<file path="src/rtl/fpcc_pkg.sv">
// Purpose: constants for the flash precharge calibration control block
// Assumes: 100 MHz mclk_i, all inputs synchronous
// Notes: times in ns, cycle counts derived from the clock rate
// Contract
// [RULE_01] host starts calibration by pulse; preferably shutdown, no force, no torch pin
// [RULE_02] calibration first sets output voltage to the lowest code
// [RULE_03] only enabled sinks are checked; the largest forward voltage is tracked as worst
// [RULE_04] sweep steps voltage and fires one test strobe with calibration currents
// [RULE_05] direct mode strobes from battery; high current turns power stage off
// [RULE_06] sweep stops at first step where every enabled sink has headroom
// [RULE_07] reached code is stored as result and the calibration flag is set
// [RULE_08] flag clears only at calibration start; flag set shows last result
// [RULE_09] host raises precharge before next capture when headroom was critical
// [RULE_10] in voltage mode enter down-conversion when input reaches output
// [RULE_11] leave down-conversion when input falls about 200 mV below output
// [RULE_12] host keeps regulated output at or below about 5.3 V
// [RULE_13] output is lowered no further than the input supply level
// [RULE_14] ramp up 25 mA per 12 us direct, 56.25 mA per 0.5 us high current
// [RULE_15] ramp down one step per 0.5 us, same step size as ramp up
// [RULE_16] high current setting is 2.25 times the direct drive value
// [RULE_17] enabled but open sink drives loop to high gain, may trip overvoltage
// [RULE_18] host clears enables of unused sinks
// [RULE_19] sweep rises one code per step, evaluates after each strobe ends
package fpcc_pkg;
    localparam int CLK_MHZ = 100;
    localparam int OV_W = 4;
    localparam logic [3:0] OV_MIN = 4'h0;
    localparam logic [3:0] OV_MAX = 4'hf;
    localparam logic [3:0] OV_RST = 4'h0;
    localparam logic [1:0] MODE_SHUTDOWN = 2'h0;
    localparam logic [1:0] MODE_VREG = 2'h3;
    localparam int SENSE_W = 10;
    // headroom threshold in mV, sense inputs are in mV
    localparam logic [9:0] HEADROOM_MV = 10'h190;
    localparam int SETTLE_NS = 20000;
    localparam int STROBE_NS = 10000;
    localparam int RAMP_UP_DD_NS = 12000;
    localparam int RAMP_UP_HC_NS = 500;
    localparam int RAMP_DN_NS = 500;
    localparam int SETTLE_CYC = (SETTLE_NS * CLK_MHZ) / 1000;
    localparam int STROBE_CYC = (STROBE_NS * CLK_MHZ) / 1000;
    localparam int RAMP_UP_DD_CYC = (RAMP_UP_DD_NS * CLK_MHZ) / 1000;
    localparam int RAMP_UP_HC_CYC = (RAMP_UP_HC_NS * CLK_MHZ) / 1000;
    localparam int RAMP_DN_CYC = (RAMP_DN_NS * CLK_MHZ) / 1000;
    localparam int TMR_W = 12;
    // step sizes in uA; the ratio 56250/25000 is the 2.25 scaling
    localparam logic [15:0] STEP_DD_UA = 16'h61a8;
    localparam logic [15:0] STEP_HC_UA = 16'hdbba;
    typedef enum logic [3:0] {
        FPCC_IDLE = 4'b0001,
        FPCC_SETTLE = 4'b0010,
        FPCC_STROBE = 4'b0100,
        FPCC_EVAL = 4'b1000
    } fpcc_cal_e;
endpackage
</file>
<file path="src/rtl/fpcc_ctrl.sv">
// Purpose: precharge self-calibration, led current ramp, down-mode control
// Assumes: analog comparators and sense values arrive as synchronous inputs
// Notes: one clock, synchronous active-low reset
`timescale 1ns/10ps
module fpcc_ctrl #(
    parameter int LVL_W = 5
) (
    input wire logic mclk_i,
    input wire logic nrst_i,
    input wire logic cal_start_i,
    input wire logic [1:0] mode_ctrl_i,
    input wire logic voltage_mode_force_i,
    input wire logic torch_pin_enable_i,
    input wire logic [2:0] led_sink_enables_i,
    input wire logic [1:0] outer_sink_cal_current_i,
    input wire logic [2:0] center_sink_cal_current_i,
    input wire logic high_current_select_i,
    input wire logic ov_wr_i,
    input wire logic [3:0] ov_wdata_i,
    input wire logic [29:0] sink_sense_mv_i,
    input wire logic vin_ge_vout_i,
    input wire logic vin_below_vout_200_i,
    input wire logic [LVL_W-1:0] led_level_req_i,
    output logic calibration_flag_o,
    output logic cal_busy_o,
    output logic [3:0] output_voltage_code_o,
    output logic [3:0] vout_target_o,
    output logic test_strobe_o,
    output logic [1:0] strobe_outer_cur_o,
    output logic [2:0] strobe_center_cur_o,
    output logic power_stage_off_o,
    output logic [1:0] worst_sink_o,
    output logic down_mode_o,
    output logic [LVL_W-1:0] led_level_o,
    output logic [20:0] led_current_ua_o,
    output logic ramp_tick_o
);
    localparam int TMR_W = fpcc_pkg::TMR_W;

    // ------------------------------------------------------------
    // calibration sequencer
    // ------------------------------------------------------------
    fpcc_pkg::fpcc_cal_e st_r, st_nxt;
    logic [TMR_W-1:0] tmr_r;
    logic [3:0] cal_code_r, host_ov_r, vout_r;
    logic flag_r, strobe_r, pstage_off_r;
    logic [1:0] worst_r;
    logic down_r;
    logic [LVL_W-1:0] lvl_r;
    logic [TMR_W-1:0] rtmr_r;
    logic tick_r;
    logic [20:0] cur_r;
    logic busy_r;
    logic [1:0] outer_r;
    logic [2:0] center_r;
    logic [3:0] ovc_r;
    logic [TMR_W-1:0] strb_len_r;

    wire logic [9:0] s0 = sink_sense_mv_i[9:0];
    wire logic [9:0] s1 = sink_sense_mv_i[19:10];
    wire logic [9:0] s2 = sink_sense_mv_i[29:20];
    // worst sink has the largest forward voltage, i.e. the lowest sense voltage
    wire logic [9:0] m0 = led_sink_enables_i[0] ? s0 : 10'h3ff; // RULE_03
    wire logic [9:0] m1 = led_sink_enables_i[1] ? s1 : 10'h3ff; // RULE_03
    wire logic [9:0] m2 = led_sink_enables_i[2] ? s2 : 10'h3ff; // RULE_03
    wire logic [1:0] w01 = (m1 < m0) ? 2'h1 : 2'h0;
    wire logic [9:0] v01 = (m1 < m0) ? m1 : m0;
    wire logic [1:0] worst_idx = (m2 < v01) ? 2'h2 : w01;
    wire logic [9:0] worst_mv = (m2 < v01) ? m2 : v01;
    wire logic all_ok = worst_mv >= fpcc_pkg::HEADROOM_MV; // RULE_06
    wire logic settle_done = tmr_r == TMR_W'(fpcc_pkg::SETTLE_CYC - 1);
    wire logic strobe_done = tmr_r == TMR_W'(fpcc_pkg::STROBE_CYC - 1);
    // an enabled but open sink never gains headroom; the sweep still ends at the top code
    wire logic at_top = cal_code_r == fpcc_pkg::OV_MAX; // RULE_17
    wire logic busy = st_r != fpcc_pkg::FPCC_IDLE;

    always_comb begin
        st_nxt = st_r;
        unique case (st_r)
            fpcc_pkg::FPCC_IDLE: if (cal_start_i) st_nxt = fpcc_pkg::FPCC_SETTLE; // RULE_01
            fpcc_pkg::FPCC_SETTLE: if (settle_done) st_nxt = fpcc_pkg::FPCC_STROBE;
            fpcc_pkg::FPCC_STROBE: if (strobe_done) st_nxt = fpcc_pkg::FPCC_EVAL; // RULE_19
            fpcc_pkg::FPCC_EVAL: begin
                if (all_ok || at_top) begin
                    st_nxt = fpcc_pkg::FPCC_IDLE; // RULE_06
                end else begin
                    st_nxt = fpcc_pkg::FPCC_SETTLE;
                end
            end
            default: st_nxt = fpcc_pkg::FPCC_IDLE;
        endcase
    end

    always_ff @(posedge mclk_i) begin
        if (!nrst_i) begin
            st_r <= fpcc_pkg::FPCC_IDLE;
            tmr_r <= '0;
            busy_r <= 1'b0;
        end else begin
            st_r <= cal_start_i ? fpcc_pkg::FPCC_SETTLE : st_nxt; // restart allowed
            busy_r <= cal_start_i || st_nxt != fpcc_pkg::FPCC_IDLE;
            tmr_r <= (st_nxt != st_r || cal_start_i) ? '0 : tmr_r + 1'b1;
        end
    end

    // a start wins over completion in the same cycle
    always_ff @(posedge mclk_i) begin
        if (!nrst_i) begin
            cal_code_r <= fpcc_pkg::OV_RST;
            flag_r <= 1'b0;
            worst_r <= 2'h0;
        end else if (cal_start_i) begin
            cal_code_r <= fpcc_pkg::OV_MIN; // RULE_02
            flag_r <= 1'b0; // RULE_08
        end else if (st_r == fpcc_pkg::FPCC_EVAL) begin
            worst_r <= worst_idx; // RULE_03
            if (all_ok || at_top) begin
                flag_r <= 1'b1; // RULE_07
            end else begin
                cal_code_r <= cal_code_r + 4'h1; // RULE_19
            end
        end
    end

    // strobe with calibration currents; high current keeps the inductor stage off
    wire logic strobe_go = st_nxt == fpcc_pkg::FPCC_STROBE && !cal_start_i;

    always_ff @(posedge mclk_i) begin
        if (!nrst_i) begin
            strobe_r <= 1'b0;
            pstage_off_r <= 1'b0;
            outer_r <= 2'h0;
            center_r <= 3'h0;
        end else begin
            strobe_r <= strobe_go; // RULE_04
            pstage_off_r <= strobe_go && high_current_select_i; // RULE_05
            outer_r <= strobe_go ? outer_sink_cal_current_i : 2'h0; // RULE_04
            center_r <= strobe_go ? center_sink_cal_current_i : 3'h0; // RULE_04
        end
    end

    // ------------------------------------------------------------
    // output voltage code and converter target
    // ------------------------------------------------------------
    wire logic [3:0] req_code = busy ? cal_code_r : host_ov_r;
    wire logic vreg = mode_ctrl_i == fpcc_pkg::MODE_VREG || voltage_mode_force_i;
    // reverse transfer cannot pull the output below the input supply
    wire logic hold_down = req_code < vout_r && vin_ge_vout_i; // RULE_13

    always_ff @(posedge mclk_i) begin
        if (!nrst_i) begin
            host_ov_r <= fpcc_pkg::OV_RST;
            vout_r <= fpcc_pkg::OV_RST;
            down_r <= 1'b0;
        end else begin
            if (ov_wr_i) begin
                host_ov_r <= ov_wdata_i; // RULE_09
            end
            if (!hold_down) begin
                vout_r <= req_code; // RULE_02
            end
            if (!vreg) begin
                down_r <= 1'b0;
            end else if (vin_ge_vout_i) begin
                down_r <= 1'b1; // RULE_10
            end else if (vin_below_vout_200_i) begin
                down_r <= 1'b0; // RULE_11
            end
        end
    end

    // read-back is registered from next values so it lines up with the flag
    wire logic cal_fin = st_r == fpcc_pkg::FPCC_EVAL && (all_ok || at_top);
    wire logic flag_nxt = !cal_start_i && (cal_fin || flag_r);
    wire logic [3:0] cal_code_nxt = cal_start_i ? fpcc_pkg::OV_MIN
        : (st_r == fpcc_pkg::FPCC_EVAL && !cal_fin) ? cal_code_r + 4'h1 : cal_code_r;
    wire logic [3:0] vout_nxt = hold_down ? vout_r : req_code;

    always_ff @(posedge mclk_i) begin
        if (!nrst_i) begin
            ovc_r <= fpcc_pkg::OV_RST;
        end else begin
            ovc_r <= flag_nxt ? cal_code_nxt : vout_nxt; // RULE_08
        end
    end

    // ------------------------------------------------------------
    // led current ramp
    // ------------------------------------------------------------
    wire logic ramp_up = led_level_req_i > lvl_r;
    wire logic ramp_dn = led_level_req_i < lvl_r;
    wire logic [TMR_W-1:0] up_per = high_current_select_i
        ? TMR_W'(fpcc_pkg::RAMP_UP_HC_CYC) : TMR_W'(fpcc_pkg::RAMP_UP_DD_CYC); // RULE_14
    wire logic [TMR_W-1:0] per = ramp_up ? up_per : TMR_W'(fpcc_pkg::RAMP_DN_CYC); // RULE_15
    wire logic step_now = (ramp_up || ramp_dn) && rtmr_r >= per - 1'b1;
    wire logic [15:0] step_ua = high_current_select_i ? fpcc_pkg::STEP_HC_UA
        : fpcc_pkg::STEP_DD_UA; // RULE_16

    always_ff @(posedge mclk_i) begin
        if (!nrst_i) begin
            lvl_r <= '0;
            rtmr_r <= '0;
            tick_r <= 1'b0;
            cur_r <= '0;
        end else begin
            rtmr_r <= (step_now || !(ramp_up || ramp_dn)) ? '0 : rtmr_r + 1'b1;
            tick_r <= step_now;
            if (step_now) begin
                lvl_r <= ramp_up ? lvl_r + 1'b1 : lvl_r - 1'b1; // RULE_14 RULE_15
            end
            cur_r <= 21'(lvl_r) * 21'(step_ua); // RULE_16
        end
    end

    assign calibration_flag_o = flag_r;
    assign cal_busy_o = busy_r;
    // while the flag is set the code reads back the calibration result
    assign output_voltage_code_o = ovc_r; // RULE_08
    assign vout_target_o = vout_r;
    assign test_strobe_o = strobe_r;
    assign strobe_outer_cur_o = outer_r; // RULE_04
    assign strobe_center_cur_o = center_r; // RULE_04
    assign power_stage_off_o = pstage_off_r;
    assign worst_sink_o = worst_r;
    assign down_mode_o = down_r;
    assign led_level_o = lvl_r;
    assign led_current_ua_o = cur_r;
    assign ramp_tick_o = tick_r;

    // ------------------------------------------------------------
    // checks
    // ------------------------------------------------------------
    // strobe length counter; a long repetition would be too slow to check
    always_ff @(posedge mclk_i) begin
        if (!nrst_i) begin
            strb_len_r <= '0;
        end else begin
            strb_len_r <= strobe_r ? strb_len_r + 1'b1 : '0;
        end
    end
endmodule // fpcc_ctrl

</file>
<file path="config.mk">
export PLATFORM = sky130hd
export DESIGN_NAME = fpcc_ctrl
export DESIGN_NICKNAME = d
export VERILOG_FILES = /design/src/rtl/fpcc_pkg.sv /design/src/rtl/fpcc_ctrl.sv
export SDC_FILE = /design/constraint.sdc
export NUM_CORES = 1
export LEC_CHECK = 0
export ABC_CLOCK_PERIOD_IN_PS = 6900
export BUFFER_PORTS_ARGS = -buffer_cell sky130_fd_sc_hd__buf_2
export CORE_ASPECT_RATIO = 0.7
export CORE_MARGIN = 2
export CORE_UTILIZATION = 51
export CTS_BUF_LIST = sky130_fd_sc_hd__clkbuf_8
export DETAILED_ROUTE_END_ITERATION = 12
export PLACE_DENSITY = 0.74
export REMOVE_ABC_BUFFERS = 1
export SYNTH_ARGS = -nofsm -noshare
export SYNTH_HDL_FRONTEND = slang
export SYNTH_SLANG_ARGS = --single-unit
</file>
<file path="constraint.sdc">
create_clock -name mclk_i -period 6.9 [get_ports mclk_i]
set_clock_uncertainty 0.2 [all_clocks]
set_input_delay 1.035 -clock mclk_i [delete_from_list [all_inputs] [get_ports mclk_i]]
set_output_delay 1.035 -clock mclk_i [all_outputs]
set_load 0.1 [all_outputs]
</file>
==> results.toml, run 1 <==
[clocking]
path_clk_slew_ns = 0.08
htreeDepth = 3
ctsHoldBuffers = 0
numCtsBuffers = 9
postCtsResizedCells = 0
clk_latency_ns = 0.37
root_buffer = "clkbuf_8"
cts_setup_buffers = 0
cts_tree = "yes"
cts_buffer_depth = 2
clock-sinks = 82

[finish]
fin_util_pct = 59.3
drive_above_1_share_pct = 18.3
finalNetCount = 928
final_common_cell = "buf_2"
final_cell_mix = "buf_2 (102), dfxtp_1 (82), ha_1 (74)"
area_delta_synth_final_pct = 13.9
fillers = 1024
register_area_mm2 = 0.00164
diodes = 0
multiInputGateArea_mm2 = 0.00409

[floorplan]
die_area_mm2 = 0.0128
start_util_pct = 52.0
rows = 33
ios = 105
core_area_mm2 = 0.0116
chipHeight_um = 95.2
dieWidth_um = 134

[timing]
holdWs_ns = 0.292
hold_viol = 0
fmax_mhz = 174
finalSetupViolCount = 0
relSlewSlack_pct = 40.6
fin_crit_ns = 5.73
finalSetupTns_ns = 0
drv_slew = 0
worst_pin_slew_ns = 0.890
setup_ws_ns = 1.17
rsz0062_at_grt = "no"
fin_crit_sh_pct = 83.1

[detailed_routing]
dr.pass1.iters = 5
via_count = 5121
ant_nets = 0
via_per_inst = 5.49
wl_per_cell_um = 14.3
drc_errors = 0
drt-initial-drc-count = 258
routed_wirelength_mm = 13.3

[logic_synthesis]
synth_edf_count = 0
async_flop_share_pct = 0
ys_top_cells_by_area = "dfxtp_1 (27%), ha_1 (15%), fa_1 (8.3%)"
syn_area_mm2 = 0.00605
synth_top_area_cell = "dfxtp_1"
synth_top_area_share_pct = 27.1
ys_ff_latch = 82
synthCells = 678
ys_seq_area_share_pct = 27.1
synth_area_per_cell_um2 = 8.93
yosys_most_used_dff = "dfxtp_1"
synth_cell_types = 65
yosys_warnings = 0

[global_route]
grt_pass1_wl_mm = 22.5
busiest_layer = "met2"
grt_usage_pct = 21.9
use_met3_pct = 4.47
met1_usage_pct = 28.0
grt_max_degree = 52
overflow = 0
met2_usage_pct = 38.3
antenna_found_initial = 0
grt_pass1_vias = 4953

[worst_setup_path]
required_ns = 6.91
critPathMaxFanout = 21
end_kind = "flop"
critPathKind = "primary input to flop"
crit_arrival_ns = 5.74
cp-start-kind = "primary input"

[pwr]
leakage_uw = 0.00352
peakVddDrop_mv = 0.104
powerDensity_mw_per_mm2 = 149

[hold_path]
hp-class = "flop to flop"

[placement]
place_ws_ns = 0.894
dpl.hpwl_mm = 10.6
place.gp.congestion = 0.897
numPortBuffers = 102

[run]
drv_cap = 0

[outcome]
status = "completed"
-- layer usage --
| metal | up-vias | part of all wire, % |
|---|---|---|
| li1 | 2523 | - |
| met1 | 2442 | 47 |
| met2 | 137 | 47 |
| met3 | 19 | 5.2 |
| met4 | 0 | 1.1 |
| met5 | - | 0 |
-- final cells by class --
type                    instances  share of cell area (%)
inverters                      61                    3.32
clock buffers                   9                    1.80
repair buffers                104                    7.62
flip-flops and latches         82                    23.8
well taps                     157                    2.85
clock inverters                 7                    1.36
multi-input cells             513                    59.3
-- report_power, final --
part	leakage, uW	switching, uW	internal (uW)
registers	0.000663	6.06	479
logic	0.00274	97.1	64.4
clock network	0.000111	181	204
total	0.00352	284	747
-- per-stage QoR --
| step | area [um^2] | cells | power (uW) |
|---|---|---|---|
| floorplan | 5960 | 656 | 604 |
| global placement | 6680 | 917 | 647 |
| detailed placement | 6680 | 917 | 656 |
| CTS | 6900 | 933 | 1040 |
| global route | 6900 | 933 | 1080 |
| finish | 6900 | 933 | 1030 |
-- state kept, by name, summed over array words and instances (netlist names), 2 cells and up --
signal and cells:
tmr_r 12, st_r 4, cal_code_r 4, led_current_ua_o 20, worst_sink_o 2, output_voltage_code_o 4, led_level_o 5, vout_target_o 4
strobe_center_cur_o 3, host_ov_r 4, strobe_outer_cur_o 2, rtmr_r 12
-- kinds of logic after synthesis --
logic type	count (synthesis)	share of synthesized area, %
compound gates	117	13.3
buf+inv	83	5.35
fa+ha+maj	99	23.6
simple gates	242	22.3
mux	15	2.73
other cells	1	0.0619
flops	82	27.1
xor+xnor	39	5.64
-- worst paths after layout --
check / startpoint / endpoint / slack [ns] / depth (start not counted)
setup / recovery: led_sink_enables_i[1] / tmr_r[9] / 1.17 / 18
hold / removal: worst_sink_o[0] / worst_sink_o[0] / 0.29 / 2
setup reg to reg: led_level_o[1] / rtmr_r[6] / 1.44 / 18
hold reg to reg: worst_sink_o[0] / worst_sink_o[0] / 0.29 / 2
-- Yosys cell counts (all sizes together), types with 3 or more instances --
cell	instances
a211oi	8
a21boi	6
a21o	13
a21oi	24
a221oi	3
and2	31
and3	8
and3b	3
buf	3
clkbuf	19
dfxtp	82
fa	25
ha	74
inv	61
mux2	9
mux2i	6
nand2	34
nand2b	17
nand3	30
nand4	5
nand4b	3
nor2	38
nor2b	20
nor3	23
nor4	3
nor4b	4
o211ai	3
o21a	5
o21ai	32
o31ai	5
or2	5
or2b	7
or3	5
xnor2	20
xor2	19
-- worst max-delay path: stages --
cell and delay, ns:
buf_2 0.17, or2b_1 0.28, ha_1 0.34, a21oi_1 0.16
nand2_1 0.08, a221o_1 0.38, or2_4 0.33, o21ai_0 0.23
ha_1 0.28, a21o_1 0.16, a21o_1 0.17, a21o_1 0.17
a211oi_1 0.24, o21ai_0 0.27, nor3_1 0.44, nor2_1 0.13
a21oi_1 0.71, nor3_1 0.15
(Power assumes the default switching activity.)
==> run 2, diff against run 1 <==
--- a/config.mk
+++ b/config.mk
@@ -5,7 +5,7 @@
 export SDC_FILE = /design/constraint.sdc
 export NUM_CORES = 1
 export LEC_CHECK = 0
-export ABC_CLOCK_PERIOD_IN_PS = 6900
+export ABC_CLOCK_PERIOD_IN_PS = 5400
 export BUFFER_PORTS_ARGS = -buffer_cell sky130_fd_sc_hd__buf_2
 export CORE_ASPECT_RATIO = 0.7
 export CORE_MARGIN = 2
==> constraint.sdc (replaced) <==
create_clock -name mclk_i -period 5.4 [get_ports mclk_i]
set_clock_uncertainty 0.2 [all_clocks]
set_input_delay 0.81 -clock mclk_i [delete_from_list [all_inputs] [get_ports mclk_i]]
set_output_delay 0.81 -clock mclk_i [all_outputs]
set_load 0.1 [all_outputs]
==> run 2 against run 1 <==
Final cell count up 1.1%. Largest cell class unchanged. Highest routed layer unchanged. Final area grew 0.94%. Critical path depth increased by 1. Wire length shrank 0.14%. Sequential power grew 28%. First-iteration DRC count is 4.3% higher. Setup slack worse by 0.79 ns. Die area is the same. Critical endpoint is now output_voltage_code_o[0]. Register-to-register slack worse by 0.80 ns. Sequential share of layout area is 0.22 points lower.
==> results.toml, run 2 (same netlist as run 1, synthesis figures left out) <==
[finish]
finalNetCount = 939
final_cell_mix = "buf_2 (102), dfxtp_1 (82), ha_1 (74)"
final_common_cell = "buf_2"
drive_above_1_share_pct = 19.3
area_delta_synth_final_pct = 15.0
diodes = 0
fillers = 1043
largest_register_ffs = 20
postLayoutCellArea_mm2 = 0.00696

[worst_setup_path]
end_kind = "flop"
crit_top_cell = "a21o_1"
required_ns = 5.46
crit_family = "compound AO/OA/AOI/OAI gates"
critPathMaxFanout = 18
cp-start-kind = "primary input"
max_stage_delay_ns = 0.38
path_buf_inv = 2
crit_chain = "buf_2 -> or2b_1 -> ha_1 -> a21oi_1 -> nand2_1 -> a221o_1 -> or2_4 -> o21ai_0 -> ha_1 -> a21o_1 -> a21o_1 -> a21o_1 -> a211oi_1 -> o21ai_1 -> buf_4 -> o211a_1 -> nor4_4 -> o21ai_0 -> a21oi_1"
slowest_stage = "a221o_1"
critPathKind = "primary input to flop"
crit_arrival_ns = 5.08

[placement]
numPortBuffers = 102
place_ws_ns = -0.00262
place.gp.congestion = 0.872
placed_area_mm2 = 0.00678
dpl.hpwl_mm = 10.5

[global_route]
grt_pass1_wl_mm = 22.6
grt_pass1_vias = 4973
grt_max_degree = 52
overflow = 0
grt_usage_pct = 21.8
antenna_found_initial = 0

[floorplan]
start_util_pct = 52.0
chipHeight_um = 95.2
rows = 33
die_area_mm2 = 0.0128
core_area_mm2 = 0.0116
dieWidth_um = 134
ios = 105

[pwr]
powerDensity_mw_per_mm2 = 181
peakVddDrop_mv = 0.0939
power_uw = 1260
leakage_uw = 0.00357

[detailed_routing]
via_per_inst = 5.31
dr.pass1.iters = 6
routed_wirelength_mm = 13.3
ant_nets = 0
drt-initial-drc-count = 269
wl_per_cell_um = 14.1
via_count = 5009
drc_errors = 0

[timing]
drv_slew = 0
holdWs_ns = 0.295
worst_pin_slew_ns = 0.702
relSlewSlack_pct = 52.5
finalSetupViolCount = 0
fmax_mhz = 199
setup_ws_ns = 0.380
fin_crit_sh_pct = 93.0
hold_viol = 0
rsz0062_at_grt = "no"
fin_crit_ns = 5.02

[clocking]
path_clk_slew_ns = 0.08
numCtsBuffers = 9
clk_latency_ns = 0.37
cts_tree = "yes"
root_buffer = "clkbuf_8"
clock-sinks = 82
cts_buffer_depth = 2
htreeDepth = 3

[run]
drv_cap = 0

[hold_path]
hp-class = "flop to flop"

[outcome]
status = "completed"
==> run 2: cell type report <==
type	count	area (um^2)	area share, %
sequential	82	1640	23.6
inverter	61	229	3.29
timing repair buffer	115	621	8.91
multi-input combinational	513	4090	58.8
tap	157	196	2.82
clock inverter	6	58.8	0.844
clock buffer	9	124	1.78
==> run 2: timing repair <==
action                     in CTS  in global routing
hold buffers                    0                  0
resized for setup               0                  2
setup endpoints to repair       0                 13
setup buffers                   0                  0
==> run 2: worst paths after layout <==
kind	cells after the start	to	slack [ns]	from
max	19	output_voltage_code_o[0]	0.38	led_sink_enables_i[1]
min	2	worst_sink_o[1]	0.30	worst_sink_o[1]
max reg2reg	16	led_current_ua_o[20]	0.64	led_level_o[2]
min reg2reg	2	worst_sink_o[1]	0.30	worst_sink_o[1]
==> run 2: stage by stage <==
| step | TNS, ns | std cells | utilization [%] |
|---|---|---|---|
| final | 0 | 943 | 59.8 |
| after global routing | 0 | 943 | 59.8 |
| after CTS | 0 | 943 | 59.8 |
| after detailed placement | -0.00262 | 928 | 58.2 |
| after global placement | 0 | 928 | 58.2 |
| after floorplan | 0 | 656 | - |
==> run 2: worst min-delay path: stages (launching register included) <==
cell	delay, ns
dfxtp_1	0.31
o21ai_0	0.06
a21boi_0	0.08
==> run 2: power by group <==
group | leakage (uW) | switching (uW) | total [uW] | internal, uW
Clock | 0.0000981 | 218 | 426 | 209
Combinational | 0.00281 | 124 | 216 | 91.4
Sequential | 0.000663 | 7.78 | 620 | 612
==> run 2: metal layers <==
| metal | part of all wire [%] | vias to the layer above | GRT usage (%) |
|---|---|---|---|
| met5 | 0 | - | 0 |
| met4 | 0.77 | 0 | 4.12 |
| met3 | 4.3 | 12 | 3.88 |
| met2 | 47 | 104 | 38.4 |
| met1 | 48 | 2349 | 28.4 |
| li1 | - | 2544 | - |
